$ cat src/ssap_pkg.sv
package ssap_pkg;

  // serial word and frame geometry
  localparam int WORD_BITS = 16;
  localparam int FRAME_BITS_SHORT = 32;
  localparam int FRAME_BITS_LONG = 50;

  // rates in hertz
  localparam int CLK_HZ = 250_000_000;
  localparam int FRAME_HZ = 48_000;
  localparam int SLAVE_MAX_BCLK_HZ = 3_072_000;

  // fractional divider: the accumulator adds N each cycle and wraps at M,
  // one wrap per half bit-clock period
  localparam int ACC_W = 28;
  localparam logic [ACC_W-1:0] DIV_M_DEF = ACC_W'(CLK_HZ);
  localparam logic [ACC_W-1:0] DIV_N_SHORT_DEF =
    ACC_W'(2 * FRAME_HZ * FRAME_BITS_SHORT);
  localparam logic [ACC_W-1:0] DIV_N_LONG_DEF =
    ACC_W'(2 * FRAME_HZ * FRAME_BITS_LONG);

  // slave edges: least clock cycles in one bit-clock phase at full rate
  // scaled down first so the product stays inside a 32-bit int
  localparam int SLAVE_MIN_PHASE_CYC =
    (CLK_HZ / 100 * 35) / SLAVE_MAX_BCLK_HZ;

  // values after reset
  localparam logic RST_MASTER = 1'b0;
  localparam logic RST_BCLK = 1'b0;
  localparam logic RST_WS = 1'b0;
  localparam logic RST_SDO = 1'b0;

  typedef struct packed {
    logic [WORD_BITS-1:0] left;
    logic [WORD_BITS-1:0] right;
  } ssap_pair_t;

endpackage : ssap_pkg

$ cat src/ssap_port.sv
// What this block does
// master drives bit clock and word select; slave takes them; data always out
// channel words are 16 bits, sent most significant bit first
// word MSB leaves one bit clock after word-select changes, on a falling edge
// left word while word select is low, right word while it is high
// output bits change on falling edges; receiver samples on rising edges
// master frame is 48 kHz with 32 or 50 bit clocks per frame
// master bit clock comes from reference clock via an N/M fractional divider
// slave works with any external bit clock up to 3.072 MHz
// generated bit clock phases differ by one reference cycle at most, each phase at least 0.35 period
// external slave clock keeps each phase at least 0.35 of its period
// slots beyond the 16 data bits send zeros and received extras are dropped
`timescale 1ns/100ps
module ssap_port #(
  parameter logic [ssap_pkg::ACC_W-1:0] DIV_M = ssap_pkg::DIV_M_DEF,
  parameter logic [ssap_pkg::ACC_W-1:0] DIV_N_SHORT =
    ssap_pkg::DIV_N_SHORT_DEF,
  parameter logic [ssap_pkg::ACC_W-1:0] DIV_N_LONG = ssap_pkg::DIV_N_LONG_DEF
) (
  input wire logic clock,
  input wire logic arst_n,
  input wire logic master_mode,
  input wire logic frame_long,
  input wire logic bclk_sense,
  output logic bclk_drive,
  output logic bclk_oe,
  input wire logic ws_sense,
  output logic ws_drive,
  output logic ws_oe,
  input wire logic sd_in,
  output logic sd_out,
  input wire logic tx_valid,
  input wire ssap_pkg::ssap_pair_t tx_data,
  output logic tx_ready,
  output logic rx_valid,
  output ssap_pkg::ssap_pair_t rx_data
);
  localparam int W = ssap_pkg::WORD_BITS;
  localparam int AW = ssap_pkg::ACC_W;

  logic mode_q;
  logic long_q;
  logic [AW-1:0] acc_q;
  logic [AW-1:0] step;
  logic [AW:0] acc_sum;
  logic tick;
  logic bclk_q;
  logic sck_prev_q;
  logic fall_en;
  logic rise_en;
  logic [5:0] slot_q;
  logic [5:0] slot_d;
  logic [5:0] frame_last;
  logic [5:0] half;
  logic ws_q;
  logic ws_now;
  logic ws_seen_q;
  logic chg;
  logic ld_q;
  logic ld_ch_q;
  ssap_pkg::ssap_pair_t cur_q;
  logic [W-1:0] load_word;
  logic load_msb;
  logic [W-1:0] sh_q;
  logic [4:0] rem_q;
  logic sdo_q;
  logic [4:0] rcnt_q;
  logic [W-1:0] rsh_q;
  logic [W-1:0] rx_next;
  logic [W-1:0] rleft_q;
  logic buf_valid;
  logic buf_pop;
  ssap_pkg::ssap_pair_t buf_data;

  // mode pins are registered; pin direction follows the registered mode
  always_ff @(posedge clock or negedge arst_n) begin
    if (!arst_n) begin
      mode_q <= ssap_pkg::RST_MASTER;
      long_q <= 1'b0;
      bclk_oe <= ssap_pkg::RST_MASTER;
      ws_oe <= ssap_pkg::RST_MASTER;
    end else begin
      mode_q <= master_mode;
      long_q <= frame_long;
      bclk_oe <= master_mode;
      ws_oe <= master_mode;
    end
  end

  // fractional divider: one tick per half bit period, so the two phases
  // differ by one reference cycle at most, far above the 0.35 floor
  assign step = long_q ? DIV_N_LONG : DIV_N_SHORT;
  assign acc_sum = {1'b0, acc_q} + {1'b0, step};
  assign tick = mode_q && (acc_sum >= {1'b0, DIV_M});

  always_ff @(posedge clock or negedge arst_n) begin
    if (!arst_n) begin
      acc_q <= '0;
      bclk_q <= ssap_pkg::RST_BCLK;
    end else if (!mode_q) begin
      acc_q <= '0;
      bclk_q <= ssap_pkg::RST_BCLK;
    end else if (tick) begin
      acc_q <= AW'(acc_sum - {1'b0, DIV_M});
      bclk_q <= ~bclk_q;
    end else begin
      acc_q <= acc_sum[AW-1:0];
    end
  end

  assign bclk_drive = bclk_q;

  // slave edges come from the sampled pin; the clock must hold each phase
  // for at least one reference cycle or an edge is missed
  always_ff @(posedge clock or negedge arst_n) begin
    if (!arst_n) begin
      sck_prev_q <= 1'b0;
    end else begin
      sck_prev_q <= bclk_sense;
    end
  end

  assign fall_en = mode_q ? (tick && bclk_q) : (sck_prev_q && !bclk_sense);
  assign rise_en = mode_q ? (tick && !bclk_q) : (!sck_prev_q && bclk_sense);

  // master frame counter and word select, both moved on falling edges
  assign frame_last = long_q ? 6'(ssap_pkg::FRAME_BITS_LONG - 1)
                             : 6'(ssap_pkg::FRAME_BITS_SHORT - 1);
  assign half = long_q ? 6'(ssap_pkg::FRAME_BITS_LONG / 2)
                       : 6'(ssap_pkg::FRAME_BITS_SHORT / 2);
  assign slot_d = (slot_q >= frame_last) ? '0 : slot_q + 1'b1;

  always_ff @(posedge clock or negedge arst_n) begin
    if (!arst_n) begin
      slot_q <= '0;
      ws_q <= ssap_pkg::RST_WS;
    end else if (!mode_q) begin
      slot_q <= '0;
      ws_q <= ssap_pkg::RST_WS;
    end else if (fall_en) begin
      slot_q <= slot_d;
      ws_q <= (slot_d >= half);
    end
  end

  assign ws_drive = ws_q;

  // word select is judged at rising edges in both modes
  assign ws_now = mode_q ? ws_q : ws_sense;
  assign chg = (ws_now != ws_seen_q);
  assign buf_pop = rise_en && chg && !ws_now;

  always_ff @(posedge clock or negedge arst_n) begin
    if (!arst_n) begin
      ws_seen_q <= ssap_pkg::RST_WS;
      ld_q <= 1'b0;
      ld_ch_q <= 1'b0;
    end else if (rise_en) begin
      ws_seen_q <= ws_now;
      ld_q <= chg;
      ld_ch_q <= ws_now;
    end else if (fall_en) begin
      ld_q <= 1'b0;
    end
  end

  // a whole stereo pair is taken at each left-channel start; an empty
  // buffer sends silence rather than repeating the previous pair
  always_ff @(posedge clock or negedge arst_n) begin
    if (!arst_n) begin
      cur_q <= '0;
    end else if (buf_pop) begin
      cur_q <= buf_valid ? buf_data : '0;
    end
  end

  assign load_word = ld_ch_q ? cur_q.right : cur_q.left;
  assign load_msb = load_word[W-1];

  always_ff @(posedge clock or negedge arst_n) begin
    if (!arst_n) begin
      sdo_q <= ssap_pkg::RST_SDO;
      sh_q <= '0;
      rem_q <= '0;
    end else if (fall_en) begin
      if (ld_q) begin
        sdo_q <= load_msb;
        sh_q <= {load_word[W-2:0], 1'b0};
        rem_q <= 5'(W - 1);
      end else begin
        sdo_q <= (rem_q != '0) && sh_q[W-1];
        sh_q <= {sh_q[W-2:0], 1'b0};
        if (rem_q != '0) begin
          rem_q <= rem_q - 1'b1;
        end
      end
    end
  end

  assign sd_out = sdo_q;

  // receive: the bit at the word-select change still belongs to the old word
  assign rx_next = (rcnt_q < 5'(W)) ? {rsh_q[W-2:0], sd_in} : rsh_q;

  always_ff @(posedge clock or negedge arst_n) begin
    if (!arst_n) begin
      rsh_q <= '0;
      rcnt_q <= '0;
      rleft_q <= '0;
    end else if (rise_en) begin
      if (chg) begin
        if (!ws_seen_q) begin
          rleft_q <= rx_next;
        end
        rsh_q <= '0;
        rcnt_q <= '0;
      end else begin
        rsh_q <= rx_next;
        if (rcnt_q < 5'(W)) begin
          rcnt_q <= rcnt_q + 1'b1;
        end
      end
    end
  end

  always_ff @(posedge clock or negedge arst_n) begin
    if (!arst_n) begin
      rx_valid <= 1'b0;
      rx_data <= '0;
    end else begin
      rx_valid <= rise_en && chg && ws_seen_q;
      if (rise_en && chg && ws_seen_q) begin
        rx_data <= '{left: rleft_q, right: rx_next};
      end
    end
  end

  ssap_buf #(
    .WIDTH($bits(ssap_pkg::ssap_pair_t)),
    .DEPTH(2)
  ) u_txbuf (
    .clock(clock),
    .arst_n(arst_n),
    .in_valid(tx_valid),
    .in_data(tx_data),
    .in_ready(tx_ready),
    .out_valid(buf_valid),
    .out_data(buf_data),
    .out_ready(buf_pop)
  );

  // checking helpers
  logic ws_h_q;
  logic [5:0] fcnt_q;
  logic [7:0] hlen_q;
  logic [7:0] plen_q;

  always_ff @(posedge clock or negedge arst_n) begin
    if (!arst_n) begin
      ws_h_q <= 1'b0;
      fcnt_q <= '0;
    end else begin
      ws_h_q <= ws_q;
      if (ws_q != ws_h_q) begin
        fcnt_q <= '0;
      end else if (fall_en) begin
        fcnt_q <= fcnt_q + 1'b1;
      end
    end
  end

  always_ff @(posedge clock or negedge arst_n) begin
    if (!arst_n) begin
      hlen_q <= 8'h01;
      plen_q <= 8'h00;
    end else if (!mode_q) begin
      hlen_q <= 8'h01;
      plen_q <= 8'h00;
    end else if (tick) begin
      hlen_q <= 8'h01;
      plen_q <= hlen_q;
    end else if (hlen_q != 8'hff) begin
      hlen_q <= hlen_q + 1'b1;
    end
  end
endmodule : ssap_port

$ cat src/ssap_buf.sv
`timescale 1ns/100ps
module ssap_buf #(
  parameter int WIDTH = 32,
  parameter int DEPTH = 2
) (
  input wire logic clock,
  input wire logic arst_n,
  input wire logic in_valid,
  input wire logic [WIDTH-1:0] in_data,
  output logic in_ready,
  output logic out_valid,
  output logic [WIDTH-1:0] out_data,
  input wire logic out_ready
);
  localparam int AW = (DEPTH > 1) ? $clog2(DEPTH) : 1;

  logic [WIDTH-1:0] mem_q [DEPTH];
  logic [AW-1:0] wr_q;
  logic [AW-1:0] rd_q;
  logic [AW:0] cnt_q;
  logic [AW:0] cnt_d;
  logic push;
  logic pop;

  assign push = in_valid && in_ready;
  assign pop = out_valid && out_ready;
  assign out_data = mem_q[rd_q];

  always_comb begin
    cnt_d = cnt_q;
    if (push && !pop) begin
      cnt_d = cnt_q + 1'b1;
    end else if (pop && !push) begin
      cnt_d = cnt_q - 1'b1;
    end
  end

  always_ff @(posedge clock) begin
    if (push) begin
      mem_q[wr_q] <= in_data;
    end
  end

  always_ff @(posedge clock or negedge arst_n) begin
    if (!arst_n) begin
      wr_q <= '0;
      rd_q <= '0;
    end else begin
      if (push) begin
        wr_q <= (wr_q == AW'(DEPTH - 1)) ? '0 : wr_q + 1'b1;
      end
      if (pop) begin
        rd_q <= (rd_q == AW'(DEPTH - 1)) ? '0 : rd_q + 1'b1;
      end
    end
  end

  // flags kept as flops so both handshake outputs leave from a register
  always_ff @(posedge clock or negedge arst_n) begin
    if (!arst_n) begin
      cnt_q <= '0;
      in_ready <= 1'b0;
      out_valid <= 1'b0;
    end else begin
      cnt_q <= cnt_d;
      in_ready <= (cnt_d != (AW + 1)'(DEPTH));
      out_valid <= (cnt_d != '0);
    end
  end

endmodule : ssap_buf

$ cat config.mk
export PLATFORM = sky130hd
export DESIGN_NAME = ssap_port
export DESIGN_NICKNAME = d
export VERILOG_FILES = /design/src/ssap_pkg.sv /design/src/ssap_port.sv /design/src/ssap_buf.sv
export SDC_FILE = /design/constraint.sdc
export NUM_CORES = 1
export LEC_CHECK = 0
export BUFFER_PORTS_ARGS = -buffer_cell sky130_fd_sc_hd__buf_2
export CAP_MARGIN = 0
export CORE_AREA = 5 5 172 124
export DETAILED_ROUTE_END_ITERATION = 10
export DIE_AREA = 0 0 177 129
export GPL_TIMING_DRIVEN = 0
export PLACE_DENSITY = 0.74
export SYNTH_ARGS = -nofsm -noshare
export SYNTH_HDL_FRONTEND = slang
export SYNTH_HIERARCHICAL = 1
export SYNTH_SLANG_ARGS = --single-unit
export TNS_END_PERCENT = 100
$ cat constraint.sdc
create_clock -name clock -period 7.5 [get_ports clock]
set_input_delay 1.5 -clock clock [delete_from_list [all_inputs] [get_ports clock]]
set_output_delay 1.5 -clock clock [all_outputs]
set_load 0.02 [all_outputs]
; Word level (Yosys, flattened, before mapping)
; Memory sizes are Yosys's and may differ from the RTL's.
; Index checks and enable logic that the tools add are counted.
[totals]
ff_bits = 171
ramBits = 64
input_bits = 40
out_inout_bits = 39
mem_count = 1
[mem_list]
columns = memory, depth, word_bits, read_ports, rd_clocked_by_memory_dff, wr, line_no
row1 = u_txbuf.mem_q, 2, 32, 1, 0, 1, ssap_buf.sv:17  ; logic [WIDTH-1:0] mem_q [DEPTH];
[classes]
n_addsub = 9
order_cmp = 4
n_eq_ne = 4
mux = 33
bitwise = 2
reduce_logical = 27
[ops]
columns = op, n
row1 = $mux W16, 4
row2 = $mux W28, 2
row3 = $mux W32, 1
row4 = $add A28 B23 Y29, 1
row5 = $ge A29 B28 Y1 const B, 1
row6 = $sub A28 B28 Y28 const B, 1
row7 = $mux W6, 4
row8 = $mux W23, 1
row9 = $mux W5, 4
row10 = $mux W1, 14
row11 = $logic_and A1 B1 Y1, 13
row12 = $reduce_bool A2 Y1, 4
row13 = $add A6 B1 Y6 const B, 1
row14 = $ge A6 B5 Y1, 1
row15 = $ge A6 B6 Y1, 1
row16 = $logic_not A1 Y1, 6
row17 = $add A5 B1 Y5 const B, 1
row18 = $lt A5 B5 Y1 const B, 1
row19 = $reduce_bool A5 Y1, 1
row20 = $sub A5 B1 Y5 const B, 1
row21 = $mux W2, 2
row22 = $mux W4, 1
row23 = $ne A2 B1 Y1 const B, 2
row24 = $reduce_and A2 Y1, 2
row25 = 7 further kinds, 9

; Logic depth before layout (Yosys ltp)
[depth]
ltp_word = 13
ltp_mapped = 17

; Modules after synthesis
; The synthesis kept the hierarchy.
[modules_own_cells]
columns = mod, instances, cells_each, area_each_um2, seq_area_each_um2
row1 = ssap_port, 1, 804, 8131.5, 3928.8
row2 = ssap_buf, 1, 128, 2627.5, 2072.0

; Worst setup path after synthesis
; OpenSTA, ideal clock, no wires.
[synth_timing]
path_kind = reg-to-reg
start = register long_q
end = register u_txbuf.cnt_q[1]
t_arrival_ns = 4.163
required_ns = 7.421
path_slack_ns = 3.258
stages_incl_launch_ff = 17
n_path_buf = 4
synth_period_minus_slack_ns = 4.242
cell_sequence = dfrtp_1 ha_1 fa_1 and3_1 o211a_1 o21ai_0 mux2i_1 o311ai_1 clkbuf_1 or3_1 o22ai_2 buf_4 buf_2 and2_4 buf_6 mux2i_1 xor2_1
[synth_between]
elab_chain_len = 12
elab_cells_between_ends = 14
cone_classes = 1 x add/sub / 1 x order compare / 4 x mux / 8 x reduce/logical
[synth_lines]
columns = item, line_no
row1 = start: declaration, ssap_port.sv:42  ; logic long_q;
row2 = start signal: assignment, ssap_port.sv:84  ; long_q <= frame_long;
row3 = $mux W23 *, ssap_port.sv:92  ; assign step = long_q ? DIV_N_LONG : DIV_N_SHORT;
row4 = $add A28 B23 Y29 *, ssap_port.sv:93  ; assign acc_sum = {1'b0, acc_q} + {1'b0, step};
row5 = $ge A29 B28 Y1 *, ssap_port.sv:94  ; assign tick = mode_q && (acc_sum >= {1'b0, DIV_M});
row6 = $logic_and A1 B1 Y1 *, ssap_port.sv:94
row7 = $logic_and A1 B1 Y1 *, ssap_port.sv:124  ; assign rise_en = mode_q ? (tick && !bclk_q) : (!sck_prev_q && bclk_sense);
row8 = $mux W1 *, ssap_port.sv:124
row9 = $logic_and A1 B1 Y1 * (2 in a row), ssap_port.sv:151  ; assign buf_pop = rise_en && chg && !ws_now;
row10 = via buf_pop, ssap_port.sv:72  ; logic buf_pop;
row11 = $logic_and A1 B1 Y1 *, ssap_buf.sv:26  ; assign pop = out_valid && out_ready;
row12 = $logic_and A1 B1 Y1 or $logic_not A1 Y1 (tied branches), "ssap_buf.sv:33, ssap_buf.sv:31"
row13 = $mux W2 or $logic_and A1 B1 Y1 (tied branches), "ssap_buf.sv:33, ssap_buf.sv:31"
row14 = $mux W2 *, ssap_buf.sv:31  ; if (push && !pop) begin
row15 = via u_txbuf.cnt_d[1], ssap_buf.sv:21  ; logic [AW:0] cnt_d;
row16 = end signal: assignment, ssap_buf.sv:65  ; cnt_q <= cnt_d;
row17 = end: declaration, ssap_buf.sv:20  ; logic [AW:0] cnt_q;
; The timed path passes the listed nets; every way through them passes the cells marked *.
; A chain may end at the register's enable or synchronous reset.

; Final worst setup path
; Same ends and word-level chain as after synthesis.

==> results by stage <==
Outcome:
- The flow ran to the end, and the final reports show no timing, DRC or antenna violations.

Critical path:
- The worst setup path startpoint is long_q.
- For flop-to-flop paths, the worst setup slack is 1.73 ns.
- Of all nets on the critical path, the largest fanout is 12.
- The worst setup path is captured at a flop.
- The worst register-to-register path begins at long_q.
- In this run the worst setup path terminates at u_txbuf/cnt_q[1].
- The critical path class is flop to flop.
- Data arrives at the worst endpoint at 6.21 ns.
- In this run the critical register-to-register path is captured at u_txbuf/cnt_q[1].
- The worst setup path is launched from a flop.
- The worst path required time is 7.95 ns.
- The length in cells of the worst reg-to-reg path is 16.

Global route:
- The maximum number of pins on one net before global-route repair is 103.
- The global-route wire length before repair is 38500 µm.
- The remaining global-route overflow is 0.
- In the global route stage, overall resource usage came out at 0.207.
- The number of global-route vias before repair came to roughly 7.4k.
- The number of antenna violations at the first check in global routing is 0.

Min path:
- The kind of path behind the tightest hold check is flop to flop.

Cells and area:
- The end-of-flow core utilization is 0.633.
- With fillers left out, the area of the finished cells amounts to 12300 µm².
- In the final layout, the share of cells above drive strength 1 is 0.242.
- The final non-filler cell total is 1323.
- The signed area change from the synthesized netlist to the final layout is 14.7%.
- The antenna diode count is 0.
- The final net count is 1099.

STA:
- The fmax is ~170 MHz.
- The transition time of the tightest slew-check pin is 0.987 ns.
- The smallest hold slack is 0.473 ns.
- The final setup skew is 0.0209 ns.
- Setup violations remaining at the end of the flow were counted as 0.
- The worst path needs 5.77 ns of the cycle, external delays included.
- Setup repair after global routing left no endpoint under its margin.
- The normalized max-slew margin is 0.340.
- The max-slew violation count is 0.
- The final count of hold timing violations is 0.
- The final total negative setup slack is 0 ns.
- The final cycle utilization of the critical path is 0.769.

Synth:
- Of all flip-flops after synthesis, the portion carrying an async set or reset was 0.718.
- The number of flops mapped to enable cells by yosys is 64.
- The netlist uses 71 different library cells.
- In the synthesized netlist the dominant register cell turns out to be dfrtp_1.
- The number of register bits inferred by synthesis is 227.
- Yosys attributes the largest share of cell area to dfrtp_1, edfxtp_1, mux2_2.
- The number of warning messages in the yosys log is 6.
- The most used standard cell by instance count after synthesis is dfrtp_1.
- The commonest cells after synthesis are dfrtp_1, o21ai_0, mux2_2, edfxtp_1, nand2_1.
- The number of nets in the synthesized netlist is roughly 1000.
- The average cell area after synthesis is 11.5 µm².
- The cell area after technology mapping is 10800 µm².
- The sequential-to-total area share from yosys stat is 0.558.
- The share of the synthesized area in the top cell type is 0.379.
- The largest area contributor in the synthesized netlist is dfrtp_1.
- Synthesis produced 932 cells.

Power:
- The static leakage is ~5.5 nW.
- VDD sags by at most 327 µV.
- The areal power density over the cells is 328 nW/µm².

CTS:
- The TritonCTS clock tree is yes.
- After clock tree synthesis, the clock-pin slew on the worst setup and hold paths is 0.06 ns.
- For this design, the CTS-stage hold fixing added 0 buffers.
- The number of buffers on the longest clock path is 3.
- The number of setup buffers added after CTS is 0.
- CTS placed an instance of clkbuf_16 at the clock tree root.
- The clock buffer count from CTS is 23.
- The clock latency of the later-clocked register in the worst-skew pair is 0.52 ns.
- Counting every sink on the clock net gives 227.
- The post-cts resize count is 0.
- The level count of the clock H-tree is 1.

Floorplanning:
- The die is 177 µm wide.
- The area of the core region is 19500 µm².
- The starting density of the core is 0.552.
- The die area is 22800 µm².
- The initialized floorplan defines 43 standard-cell rows.
- From bottom edge to top edge, the die measures 129 µm.
- In this run the count of I/O pins placed on the die edge is 79.

Route:
- In the routed layout, each cell is associated on average with a via count of between 5 and 6.
- The first routing iteration left 574 violations.
- In the routed design, unresolved DRC markers number 0.
- The post-detailed-routing wire length is 23200 µm.
- The total vias in the final route is 7524.
- The number of antenna-violating nets in the routed design is 0.
- The average detailed-routed wire length per instance is 17.5 µm.
- The number of search-and-repair iterations in the first detailed-routing pass is 5.

Job:
- The tool flagged a number of max-cap violations equal to 0.

Placed design:
- During placement, the flow inserted port buffers numbering 78.
- The number of placed instances, taps included, is approximately 1.3k.
- After legalization and detailed placement, the total HPWL measured around 16000 µm.
- The routability-driven placement congestion ratio is 0.858.
- In this run the cell area measured after placement is ~12000 µm².
cell families after synthesis:
family	count (synthesis)	synth area share
AO/OA/AOI/OAI	221	0.132
XOR/XNOR	29	0.0236
adder cells (fa/ha/maj)	23	0.0274
buffers and inverters	99	0.0420
flip-flops	227	0.558
multiplexers	101	0.109
AND/OR/NAND/NOR	232	0.108
registers in the layout (all words and copies together), names as in the netlist, 2 cells and up:
register and count:
cur_q 32, sh_q 15, rcnt_q 5, acc_q 21, rem_q 5, rx_data 32
rleft_q 16, slot_q 6, u_txbuf/mem_q 64, rsh_q 16, u_txbuf/cnt_q 2
power by group:
part / internal, mW / leakage, nW / switching (mW) / total, mW
sequential: 1.55 / 2.73 / 0.137 / 1.69
clock: 0.722 / 0.396 / 0.476 / 1.20
combinational: 0.458 / 2.35 / 0.702 / 1.16
total: 2.73 / 5.48 / 1.31 / 4.04
worst max-delay path, cell delays in order (launching register included):
cell and delay, ns:
dfrtp_1 0.72, inv_1 0.36, ha_1 0.49, a2111oi_0 0.43, o21ai_0 0.21, o21ai_0 0.52, mux2i_1 0.33, o311ai_1 0.17
clkbuf_1 0.29, or3_1 0.48, o22ai_2 0.42, buf_4 0.29, buf_2 0.32, and2_4 0.21, buf_6 0.11, mux2i_1 0.20
xor2_1 0.15
cell usage in the layout (no fill, tap or decap), types with 5 or more instances in the layout:
cell	Yosys	final
dfrtp_1	163	163
clkbuf_8	0	5
xor2_1	8	8
clkbuf_16	0	23
nand3_1	52	52
a22o_1	17	17
nand2_1	64	64
nor2_1	33	32
ha_1	22	22
nor4_1	5	5
buf_2	15	92
a211oi_1	9	9
or3_1	8	8
clkinv_2	0	5
nor3_1	19	19
xnor2_1	21	21
inv_1	49	49
a31oi_1	5	5
edfxtp_1	64	64
mux2_2	87	87
mux2_4	10	10
buf_6	5	5
nand2b_1	8	8
o21ai_0	92	92
and2_1	5	5
clkbuf_1	24	28
a21o_1	13	13
nor3b_1	7	7
a21oi_1	31	31
o211ai_1	21	21
through the flow:
stage,power [mW],setup slack (ns)
after CTS,4.06,1.77
after global placement,2.81,1.89
after floorplan,2.52,3.26
after global routing,4.28,1.43
after detailed placement,2.84,1.78
final,4.04,1.73
per-layer routing:
| layer | share of wire | GRT usage | up-vias |
|---|---|---|---|
| li1 | - | - | 3588 |
| met1 | 0.51 | 0.322 | 3733 |
| met2 | 0.43 | 0.305 | 171 |
| met3 | 0.044 | 0.0355 | 32 |
| met4 | 0.018 | 0.0496 | 0 |
| met5 | 0 | 0 | - |
cell type report:
type / count / area (µm²)
Multi-Input combinational cell: 606 / 4320
Tap cell: 270 / 338
Clock inverter: 10 / 143
Timing Repair Buffer: 79 / 428
Buffer: 50 / 268
Inverter: 49 / 184
Clock buffer: 32 / 659
Sequential cell: 227 / 6000
Fill cell: 1555 / 7140
how the worst min path moves through the flow:
| stage | depth (start not counted) | end | slack (ns) | start |
|---|---|---|---|---|
| after CTS | 2 | sh_q[10] | 0.48 | sh_q[10] |
| after detailed placement | 2 | sh_q[9] | 0.46 | sh_q[9] |
| after floorplan | 2 | sh_q[10] | 0.44 | sh_q[10] |
| final | 2 | sh_q[13] | 0.47 | sh_q[13] |
| after global placement | 2 | sh_q[10] | 0.46 | sh_q[10] |
| after global routing | 2 | sh_q[10] | 0.51 | sh_q[10] |
No activity file was read; power rests on OpenSTA's default activity.
